`src/design/tit_params.svh`:
```
// Register offsets, field positions, reset values and timing counts of the interval timer
`ifndef TIT_PARAMS_SVH
`define TIT_PARAMS_SVH

`define TIT_CLK_HZ          125000000
`define TIT_REF0_HZ         2458000
`define TIT_REF1_HZ         1229000
`define TIT_REF2_HZ         153600
`define TIT_REF0_DIV        (`TIT_CLK_HZ / `TIT_REF0_HZ)
`define TIT_REF1_DIV        (`TIT_CLK_HZ / `TIT_REF1_HZ)
`define TIT_REF2_DIV        (`TIT_CLK_HZ / `TIT_REF2_HZ)

`define TIT_OFF_CFG0        8'h00
`define TIT_OFF_CFG1        8'h04
`define TIT_OFF_CFG2        8'h08
`define TIT_OFF_CNT0        8'h10
`define TIT_OFF_CNT1        8'h14
`define TIT_OFF_CNT2        8'h18
`define TIT_OFF_TRIG        8'h20
`define TIT_OFF_STAT        8'h24
`define TIT_OFF_CLR         8'h28
`define TIT_OFF_IEN         8'h2C
`define TIT_OFF_ROUTE       8'h30
`define TIT_OFF_OUTS        8'h34

`define TIT_CFG_MSB         6
`define TIT_ROUTE_PIC_LSB   0
`define TIT_ROUTE_TERM_LSB  2
`define TIT_CLKSEL_EVENT    2'h3

`define TIT_CFG_RST         7'h00
`define TIT_IEN_RST         3'h0
`define TIT_ROUTE_RST       4'h0
`define TIT_CNT_RST         16'h0000
`define TIT_OUT_RST         1'b1

`endif

```
`src/design/tit_pkg.sv`:
```
// Types shared by the interval timer modules
package tit_pkg;

	typedef enum logic [2:0] {
		TIT_TCINT,
		TIT_ONESHOT,
		TIT_RATE,
		TIT_SQUARE,
		TIT_SWSTB,
		TIT_HWSTB,
		TIT_EVENT
	} tit_mode_e;

	typedef struct packed {
		logic       gate_en;
		logic [1:0] clksel;
		logic       bcd;
		tit_mode_e  mode;
	} tit_cfg_s;

	typedef struct packed {
		logic [15:0] count;
		logic [15:0] reload;
		logic        out;
		logic        run;
		logic        strobe;
		logic        gate_q;
		logic        tc;
	} tit_cnt_s;

	typedef struct packed {
		tit_cfg_s [2:0]       cfg;
		logic [2:0]           status;
		logic [2:0]           ien;
		logic [3:0]           route;
		logic [2:0][9:0]      div;
		logic [2:0]           ref_tick;
		logic [2:0]           ev_q;
		logic                 dp_wr;
		logic [7:0]           dp_addr;
		logic [31:0]          rdata;
	} tit_top_s;

endpackage

```
`src/design/tit_counter.sv`:
```
// One 16-bit down counter with its seven functions
`include "tit_params.svh"

module tit_counter
	import tit_pkg::*;
(
	input  wire logic        mclk,
	input  wire logic        srst,
	input  tit_cfg_s         cfg,
	input  wire logic        tick,
	input  wire logic        gate,
	input  wire logic        load,
	input  wire logic [15:0] load_val,
	input  wire logic        sw_trig,
	output logic      [15:0] count,
	output logic             out,
	output logic             tc
);

	tit_cnt_s    s;
	tit_cnt_s    n;
	logic [15:0] dec;
	logic [15:0] half;
	logic        trig_mode;
	logic        trig;

	function automatic logic [15:0] tit_dec(input logic [15:0] v, input logic bcd);
		logic [15:0] r;
		logic        borrow;
		r = v - 16'h0001;
		borrow = 1'b1;
		if (bcd) begin
			for (int d = 0; d < 4; d++) begin
				r[d*4 +: 4] = v[d*4 +: 4];
				if (borrow && v[d*4 +: 4] == 4'h0) begin
					r[d*4 +: 4] = 4'h9;
				end else if (borrow) begin
					r[d*4 +: 4] = v[d*4 +: 4] - 4'h1;
					borrow = 1'b0;
				end
			end
		end
		return r;
	endfunction

	// Packed decimal digits compare like binary, so only the halving differs
	function automatic logic [15:0] tit_half(input logic [15:0] v, input logic bcd);
		logic [15:0] r;
		logic        carry;
		r = {1'b0, v[15:1]};
		carry = 1'b0;
		if (bcd) begin
			for (int d = 3; d >= 0; d--) begin
				r[d*4 +: 4] = {1'b0, v[d*4+1 +: 3]} + (carry ? 4'h5 : 4'h0);
				carry = v[d*4];
			end
		end
		return r;
	endfunction

	always_comb begin
		n = s;
		n.tc = 1'b0;
		n.gate_q = gate;
		dec = tit_dec(s.count, cfg.bcd);
		half = tit_half(s.reload, cfg.bcd);
		trig_mode = (cfg.mode == TIT_ONESHOT) || (cfg.mode == TIT_HWSTB);
		trig = (trig_mode && gate && !s.gate_q) || (sw_trig && cfg.mode == TIT_ONESHOT);
		if (load) begin
			n.reload = load_val;
			n.count = load_val;
			n.strobe = 1'b0;
			n.out = !(cfg.mode == TIT_TCINT || cfg.mode == TIT_EVENT);
			n.run = !trig_mode;
		end else if (trig) begin
			// Retrigger restarts the full count
			n.count = s.reload;
			n.run = 1'b1;
			n.strobe = 1'b0;
			n.out = (cfg.mode == TIT_HWSTB);
		end else if (tick && s.run && (gate || trig_mode)) begin
			case (cfg.mode)
				TIT_RATE: begin
					if (s.count == 16'h0001) begin
						n.count = s.reload;
						n.out = 1'b1;
						n.tc = 1'b1;
					end else begin
						n.count = dec;
						n.out = (dec != 16'h0001);
					end
				end
				TIT_SQUARE: begin
					if (s.count == 16'h0001) begin
						n.count = s.reload;
						n.out = 1'b1;
						n.tc = 1'b1;
					end else begin
						n.count = dec;
						n.out = (dec > half);
					end
				end
				TIT_SWSTB, TIT_HWSTB: begin
					if (s.strobe) begin
						n.out = 1'b1;
						n.run = 1'b0;
						n.strobe = 1'b0;
					end else if (s.count == 16'h0001) begin
						n.count = dec;
						n.out = 1'b0;
						n.strobe = 1'b1;
						n.tc = 1'b1;
					end else begin
						n.count = dec;
					end
				end
				default: begin
					if (s.count == 16'h0001) begin
						n.count = dec;
						n.out = 1'b1;
						n.run = 1'b0;
						n.tc = 1'b1;
					end else begin
						n.count = dec;
					end
				end
			endcase
		end
	end

	always_ff @(posedge mclk) begin
		if (srst) begin
			s <= '0;
			s.count <= `TIT_CNT_RST;
			s.reload <= `TIT_CNT_RST;
			s.out <= `TIT_OUT_RST;
		end else begin
			s <= n;
		end
	end

	assign count = s.count;
	assign out = s.out;
	assign tc = s.tc;

	logic go;
	assign go = tick && s.run && gate && !load && !trig;
endmodule

```
`src/design/tit_top.sv`:
```
// Three-channel interval timer with AHB-Lite register slave
//
// Design decisions made here: the register addresses and the AHB-Lite interface to the registers.
`include "tit_params.svh"

module tit_top
	import tit_pkg::*;
(
	input  wire logic        mclk,
	input  wire logic        srst,
	input  wire logic        hsel,
	input  wire logic [31:0] haddr,
	input  wire logic [1:0]  htrans,
	input  wire logic        hwrite,
	input  wire logic [2:0]  hsize,
	input  wire logic [31:0] hwdata,
	input  wire logic        hready,
	output logic             hreadyout,
	output logic      [31:0] hrdata,
	output logic             hresp,
	input  wire logic [2:0]  gate_in,
	input  wire logic [2:0]  event_in,
	output logic      [2:0]  cnt_out,
	output logic             baud_clk,
	output logic      [1:0]  pic_req,
	output logic      [1:0]  term_out,
	output logic             irq
);

	localparam logic [2:0][9:0] REF_DIV = {10'(`TIT_REF2_DIV), 10'(`TIT_REF1_DIV), 10'(`TIT_REF0_DIV)};

	tit_top_s         s;
	tit_top_s         n;
	logic [2:0]       tick;
	logic [2:0]       gate_eff;
	logic [2:0]       load;
	logic [2:0]       sw_trig;
	logic [2:0]       clr;
	logic [2:0]       tc;
	logic [2:0]       outs;
	logic [2:0][15:0] count;
	logic [31:0]      rd_val;
	logic             addr_hit;
	logic             access;

	assign access = hsel && htrans[1] && hready;
	assign addr_hit = (haddr[31:8] == 24'h00_0000);

	// Read data is latched in the address phase so the data phase has zero wait
	always_comb begin
		rd_val = 32'h0000_0000;
		if (!addr_hit) begin
			rd_val = 32'h0000_0000;
		end else if (haddr[7:0] == `TIT_OFF_CFG0) begin
			rd_val = {25'h000_0000, s.cfg[0]};
		end else if (haddr[7:0] == `TIT_OFF_CFG1) begin
			rd_val = {25'h000_0000, s.cfg[1]};
		end else if (haddr[7:0] == `TIT_OFF_CFG2) begin
			rd_val = {25'h000_0000, s.cfg[2]};
		end else if (haddr[7:0] == `TIT_OFF_CNT0) begin
			rd_val = {16'h0000, count[0]};
		end else if (haddr[7:0] == `TIT_OFF_CNT1) begin
			rd_val = {16'h0000, count[1]};
		end else if (haddr[7:0] == `TIT_OFF_CNT2) begin
			rd_val = {16'h0000, count[2]};
		end else if (haddr[7:0] == `TIT_OFF_STAT) begin
			rd_val = {29'h0000_0000, s.status};
		end else if (haddr[7:0] == `TIT_OFF_IEN) begin
			rd_val = {29'h0000_0000, s.ien};
		end else if (haddr[7:0] == `TIT_OFF_ROUTE) begin
			rd_val = {28'h000_0000, s.route};
		end else if (haddr[7:0] == `TIT_OFF_OUTS) begin
			rd_val = {29'h0000_0000, outs};
		end
	end

	always_comb begin
		n = s;
		load = 3'h0;
		sw_trig = 3'h0;
		clr = 3'h0;
		for (int i = 0; i < 3; i++) begin
			if (s.div[i] == REF_DIV[i] - 10'h001) begin
				n.div[i] = 10'h000;
				n.ref_tick[i] = 1'b1;
			end else begin
				n.div[i] = s.div[i] + 10'h001;
				n.ref_tick[i] = 1'b0;
			end
		end
		n.ev_q = event_in;
		n.dp_wr = access && hwrite && addr_hit;
		if (access) begin
			n.dp_addr = haddr[7:0];
		end
		if (access && !hwrite) begin
			n.rdata = rd_val;
		end
		if (s.dp_wr) begin
			if (s.dp_addr == `TIT_OFF_CFG0) begin
				n.cfg[0] = tit_cfg_s'(hwdata[`TIT_CFG_MSB:0]);
			end else if (s.dp_addr == `TIT_OFF_CFG1) begin
				n.cfg[1] = tit_cfg_s'(hwdata[`TIT_CFG_MSB:0]);
			end else if (s.dp_addr == `TIT_OFF_CFG2) begin
				n.cfg[2] = tit_cfg_s'(hwdata[`TIT_CFG_MSB:0]);
			end else if (s.dp_addr == `TIT_OFF_CNT0) begin
				load[0] = 1'b1;
			end else if (s.dp_addr == `TIT_OFF_CNT1) begin
				load[1] = 1'b1;
			end else if (s.dp_addr == `TIT_OFF_CNT2) begin
				load[2] = 1'b1;
			end else if (s.dp_addr == `TIT_OFF_TRIG) begin
				sw_trig = hwdata[2:0];
			end else if (s.dp_addr == `TIT_OFF_CLR) begin
				clr = hwdata[2:0];
			end else if (s.dp_addr == `TIT_OFF_IEN) begin
				n.ien = hwdata[2:0];
			end else if (s.dp_addr == `TIT_OFF_ROUTE) begin
				n.route = hwdata[3:0];
			end
		end
		// A terminal count in the clear cycle stays flagged
		n.status = (s.status & ~clr) | tc;
	end

	always_ff @(posedge mclk) begin
		if (srst) begin
			s <= '0;
			s.cfg <= {3{`TIT_CFG_RST}};
			s.ien <= `TIT_IEN_RST;
			s.route <= `TIT_ROUTE_RST;
		end else begin
			s <= n;
		end
	end

	// Event edges beyond half the system clock would be missed; the documented limit is far below
	always_comb begin
		for (int i = 0; i < 3; i++) begin
			if (s.cfg[i].clksel == `TIT_CLKSEL_EVENT) begin
				tick[i] = event_in[i] && !s.ev_q[i];
			end else begin
				tick[i] = s.ref_tick[s.cfg[i].clksel];
			end
			gate_eff[i] = s.cfg[i].gate_en ? gate_in[i] : 1'b1;
		end
	end

	for (genvar g = 0; g < 3; g++) begin : g_cnt
		tit_counter u_cnt (
			.mclk     (mclk),
			.srst     (srst),
			.cfg      (s.cfg[g]),
			.tick     (tick[g]),
			.gate     (gate_eff[g]),
			.load     (load[g]),
			.load_val (hwdata[15:0]),
			.sw_trig  (sw_trig[g]),
			.count    (count[g]),
			.out      (outs[g]),
			.tc       (tc[g])
		);
	end

	assign hreadyout = 1'b1;
	assign hresp = 1'b0;
	assign hrdata = s.rdata;
	assign cnt_out = outs;
	assign baud_clk = outs[2];
	assign pic_req = outs[1:0] & s.route[`TIT_ROUTE_PIC_LSB +: 2];
	assign term_out = outs[1:0] & s.route[`TIT_ROUTE_TERM_LSB +: 2];
	assign irq = |(s.status & s.ien);
endmodule

```
`config.mk`:
```
export PLATFORM = sky130hd
export DESIGN_NAME = tit_top
export DESIGN_NICKNAME = d
export VERILOG_FILES = /design/src/design/tit_pkg.sv /design/src/design/tit_counter.sv /design/src/design/tit_top.sv
export VERILOG_INCLUDE_DIRS = /design/src /design/src/design
export SDC_FILE = /design/constraint.sdc
export NUM_CORES = 1
export LEC_CHECK = 0
export BUFFER_PORTS_ARGS = -buffer_cell sky130_fd_sc_hd__buf_2
export CORE_AREA = 4 4 201 203
export DETAILED_ROUTE_END_ITERATION = 16
export DIE_AREA = 0 0 205 207
export SYNTH_ARGS = -nofsm -noshare
export SYNTH_HDL_FRONTEND = slang
export SYNTH_SLANG_ARGS = --single-unit
```
`constraint.sdc`:
```
create_clock -name mclk -period 3.3 [get_ports mclk]
set_input_delay 0.495 -clock mclk [delete_from_list [all_inputs] [get_ports mclk]]
set_output_delay 0.495 -clock mclk [all_outputs]
set_load 0.005 [all_outputs]
```
==> run_summary.xml <==
<?xml version="1.0" encoding="UTF-8"?>
<metrics>
  <group name="power_and_ir_drop">
    <metric name="peakVddDrop" unit="mV">0.3899</metric>
    <metric name="power" unit="mW">5.847</metric>
    <metric name="total_leakage_power" unit="nW">6.323</metric>
    <metric name="pwr_density_cell" unit="nW/um^2">362.2</metric>
  </group>
  <group name="routing">
    <metric name="wl_met1" unit="mm">19.24</metric>
    <metric name="first_pass_iters" unit="">6</metric>
    <metric name="routed-wl-met3" unit="mm">2.763</metric>
    <metric name="route.antenna.remaining_nets" unit="">0</metric>
    <metric name="route.detailed.wl_per_inst" unit="microns">17.96</metric>
    <metric name="vias" unit="">13130</metric>
    <metric name="wl_met2" unit="mm">19.71</metric>
    <metric name="routed_wl" unit="mm">43.12</metric>
    <metric name="post-route-drc-count" unit="">0</metric>
    <metric name="top_layer_used" unit="">met5</metric>
    <metric name="dr.first_iter.drc_count" unit="">1011</metric>
    <metric name="avgViaCountPerCell" unit="">5.469</metric>
  </group>
  <group name="die">
    <metric name="design.portCount" unit="">123</metric>
    <metric name="design.core.area" unit="sq um">38470</metric>
    <metric name="num_rows" unit="">72</metric>
    <metric name="die-height" unit="microns">207</metric>
    <metric name="dieArea" unit="sq um">42440</metric>
    <metric name="initial_core_util" unit="%">34.91</metric>
    <metric name="floorplan.die.width" unit="microns">205</metric>
  </group>
  <group name="cts">
    <metric name="worst_skew_pair_later_pin_latency" unit="ps">540</metric>
    <metric name="clock_path_buffers" unit="">3</metric>
    <metric name="clock_sinks" unit="">203</metric>
    <metric name="clock-root-buffer" unit="">sky130_fd_sc_hd__clkbuf_16</metric>
    <metric name="cts_buffer_count" unit="">25</metric>
    <metric name="cts_htree_levels" unit="">1</metric>
    <metric name="cts_hold_buf" unit="">0</metric>
    <metric name="cts_tree" unit="">yes</metric>
    <metric name="path_clk_slew" unit="ps">60</metric>
  </group>
  <group name="hold_path">
    <metric name="hold-path-cell-count" unit="">2</metric>
    <metric name="hold_path.startpoint" unit="">event_in[1]</metric>
    <metric name="worst_hold_path.endpoint" unit="">s[42]</metric>
    <metric name="min_path_type" unit="">in2reg</metric>
  </group>
  <group name="timing">
    <metric name="final_number_of_hold_violating_endpoints" unit="">0</metric>
    <metric name="number_of_max_slew_violations_in_the_final_report" unit="">0</metric>
    <metric name="timing.max_slew.rel_slack" unit="%">42.13</metric>
    <metric name="timing.final.crit_share" unit="%">99.90</metric>
    <metric name="grt_setup_unrepaired" unit="">yes</metric>
    <metric name="post_route_setup_tns" unit="ps">0</metric>
    <metric name="fmax" unit="GHz">0.3033</metric>
    <metric name="holdWs" unit="ps">190.0</metric>
    <metric name="worstMarginPinSlew" unit="ps">864.9</metric>
    <metric name="setup_viol_count_final" unit="">0</metric>
    <metric name="finClkSkew" unit="ps">13.03</metric>
    <metric name="final_worst_path_period_need" unit="ps">3297</metric>
  </group>
  <group name="placed_design">
    <metric name="detailed_place_hpwl" unit="mm">32.92</metric>
    <metric name="port_buffers" unit="">84</metric>
    <metric name="place.gp.congestion" unit="">0.9174</metric>
    <metric name="place_inst" unit="">2344</metric>
  </group>
  <group name="synth">
    <metric name="synth_async_sr_flop_share" unit="%">0</metric>
    <metric name="synth_edf_count" unit="">0</metric>
    <metric name="synth_cell_types" unit="">77</metric>
    <metric name="ys.warnings.count" unit="">0</metric>
    <metric name="netlist_area" unit="sq um">13430</metric>
    <metric name="avgSynthCellArea" unit="sq um">7.758</metric>
    <metric name="synth-seq-area-share" unit="%">30.26</metric>
    <metric name="post_synth_inst_count" unit="">1731</metric>
    <metric name="flip_flop_and_latch_count_after_synthesis" unit="">203</metric>
    <metric name="synth-main-ff-cell" unit="">sky130_fd_sc_hd__dfxtp_1</metric>
  </group>
  <group name="layout">
    <metric name="layout_commonest_cell" unit="">sky130_fd_sc_hd__nand2_1</metric>
    <metric name="layout_filler_cell_count" unit="">3941</metric>
    <metric name="multi_input_area" unit="sq um">8771</metric>
    <metric name="layout.area.seq" unit="sq um">4066</metric>
    <metric name="layout-drive-gt1-share" unit="%">17.63</metric>
    <metric name="finalNetCount" unit="">2043</metric>
    <metric name="antenna_fix_cells" unit="">0</metric>
    <metric name="post_layout_nonfiller_instances" unit="">2401</metric>
    <metric name="area_growth_syn_to_layout" unit="%">20.19</metric>
    <metric name="layout.cells.most_common_list" unit="">sky130_fd_sc_hd__nand2_1, sky130_fd_sc_hd__nor2_1, sky130_fd_sc_hd__dfxtp_1</metric>
  </group>
  <group name="worst_setup_path">
    <metric name="r2r_start" unit="">g_cnt[2].u_cnt.count[0]</metric>
    <metric name="r2r_end" unit="">g_cnt[2].u_cnt.out</metric>
    <metric name="r2r_cells" unit="">13</metric>
    <metric name="setup.worst_path.start_class" unit="">register</metric>
    <metric name="crit_path_max_fo" unit="">3</metric>
    <metric name="critical_path_class" unit="">reg2reg</metric>
    <metric name="setup.reg_to_reg.worst_slack" unit="ps">3</metric>
    <metric name="crit_required" unit="ps">3780</metric>
    <metric name="critPathCaptureType" unit="">register</metric>
    <metric name="critical_path_arrival" unit="ps">3770</metric>
  </group>
  <group name="global_routing">
    <metric name="gr-usage-all-layers" unit="%">19.33</metric>
    <metric name="antenna_found_initial" unit="">1</metric>
    <metric name="grt_remaining_overflow" unit="">0</metric>
    <metric name="number_of_global_route_vias_before_repair" unit="">12310</metric>
    <metric name="grt_max_degree" unit="">97</metric>
    <metric name="wire_length_of_the_first_global_routing_pass" unit="mm">67.43</metric>
  </group>
  <group name="flow_run">
    <metric name="drv.max_cap_violation_count" unit="">0</metric>
  </group>
  <group name="outcome">
    <metric name="run_status" unit="">finished, final reports clean</metric>
  </group>
</metrics>
area by class of cell:
type | count | share of cell area (%)
well taps | 518 | 4.016
clock buffers | 32 | 4.411
clock inverters | 14 | 1.512
multi-input cells | 1344 | 54.34
flip-flops and latches | 203 | 25.19
repair buffers | 216 | 8.806
inverters | 74 | 1.721
cell usage after synthesis, drive strengths merged (4+ instances only):
master / instances / area (sq um)
nor2: 206 / 775.8
mux2: 10 / 112.6
xor2: 14 / 122.6
clkbuf: 82 / 307.8
nor4: 22 / 137.6
o31ai: 6 / 45.04
a21oi: 142 / 710.7
o311ai: 9 / 78.83
and2: 14 / 87.58
o311a: 4 / 40.04
a222oi: 5 / 50.05
nand3: 43 / 215.2
or3: 14 / 87.58
and3: 5 / 31.28
a21o: 7 / 52.55
a2111oi: 7 / 61.31
inv: 74 / 277.8
nor3b: 19 / 162.7
a31oi: 13 / 81.33
buf: 44 / 316.6
nand4: 25 / 156.4
o211ai: 23 / 172.7
or4: 13 / 101.4
nand3b: 4 / 30.03
a211oi: 13 / 97.59
nand2: 217 / 814.5
nor2b: 22 / 137.6
nor4b: 5 / 43.79
or2: 8 / 52.55
a311oi: 17 / 148.9
ha: 99 / 1239
a22oi: 19 / 142.6
mux2i: 92 / 920.9
dfxtp: 203 / 4064
xnor2: 29 / 254.0
nor3: 38 / 195.2
o21a: 9 / 67.56
a221oi: 7 / 61.31
nand2b: 20 / 125.1
o21ai: 83 / 415.4
through the flow:
step	cell area (sq um)	util, %	setup WS [ps]
floorplan	13510	-	7.435
global placement	14880	38.69	-135.9
detailed placement	14880	38.69	-188.9
CTS	15930	41.40	-121.9
global route	16140	41.96	-133.9
finish	16140	41.96	3.273
cell families (layout without fill, tap and decap cells):
logic type | Yosys count | count (layout) | synth area share [%]
adder cells (fa/ha/maj) | 99 | 99 | 9.224
XOR/XNOR | 43 | 43 | 2.804
AO/OA/AOI/OAI | 394 | 394 | 18.55
AND/OR/NAND/NOR | 685 | 685 | 24.19
buffers and inverters | 200 | 336 | 6.718
flip-flops | 203 | 203 | 30.26
multiplexers | 105 | 105 | 8.199
other | 2 | 18 | 0.05592
power breakdown:
group / switching (mW) / leakage, nW / internal (mW)
logic: 0.138 / 4.22 / 0.0629
clock network: 1.16 / 0.467 / 2.00
registers: 0.0149 / 1.64 / 2.47
registers in the layout (all words and copies together) (netlist names):
name	count
g_cnt.u_cnt.out	3
g_cnt.u_cnt.tc	3
g_cnt.u_cnt.count	48
hrdata	16
g_cnt.u_cnt.s	57
s	76
routing by layer:
| layer | up-vias | global-route usage [%] |
|---|---|---|
| met5 | - | 0 |
| met4 | 2 | 5.267 |
| met3 | 84 | 2.158 |
| met2 | 442 | 31.66 |
| met1 | 6189 | 27.02 |
| li1 | 6413 | - |
critical path, cell delays in order (launching register included):
cell and delay (ps):
sky130_fd_sc_hd__dfxtp_2 330, sky130_fd_sc_hd__or4_4 550, sky130_fd_sc_hd__or2_4 260, sky130_fd_sc_hd__nor3_4 230, sky130_fd_sc_hd__o21ai_0 150, sky130_fd_sc_hd__mux2i_1 250
sky130_fd_sc_hd__ha_1 290, sky130_fd_sc_hd__nand4_1 120, sky130_fd_sc_hd__or2_4 150, sky130_fd_sc_hd__nor4_4 40, sky130_fd_sc_hd__or4b_4 490, sky130_fd_sc_hd__o2111ai_2 200
sky130_fd_sc_hd__nor4_2 50, sky130_fd_sc_hd__a2bb2oi_1 120
what timing repair did:
item | 4_1_cts | 5_1_grt
setup endpoints to repair | 2 | 3
pin swaps | 10 | 15
gates resized for setup | 10 | 37
buffers inserted | 6 | 5
worst max path at each step:
stage                                  startpoint            endpoint  slack (ps)  cells past startpoint
after floorplan           g_cnt[2].u_cnt.count[2]  g_cnt[2].u_cnt.out           7                     14
after global placement    g_cnt[2].u_cnt.count[0]  g_cnt[2].u_cnt.out        -140                     13
after global routing      g_cnt[2].u_cnt.count[0]  g_cnt[2].u_cnt.out        -130                     13
after CTS                 g_cnt[2].u_cnt.count[0]  g_cnt[2].u_cnt.out        -120                     13
final                     g_cnt[2].u_cnt.count[0]  g_cnt[2].u_cnt.out           3                     13
after detailed placement  g_cnt[2].u_cnt.count[0]  g_cnt[2].u_cnt.out        -190                     13
Note: power is estimated with default switching activity, not from simulation.
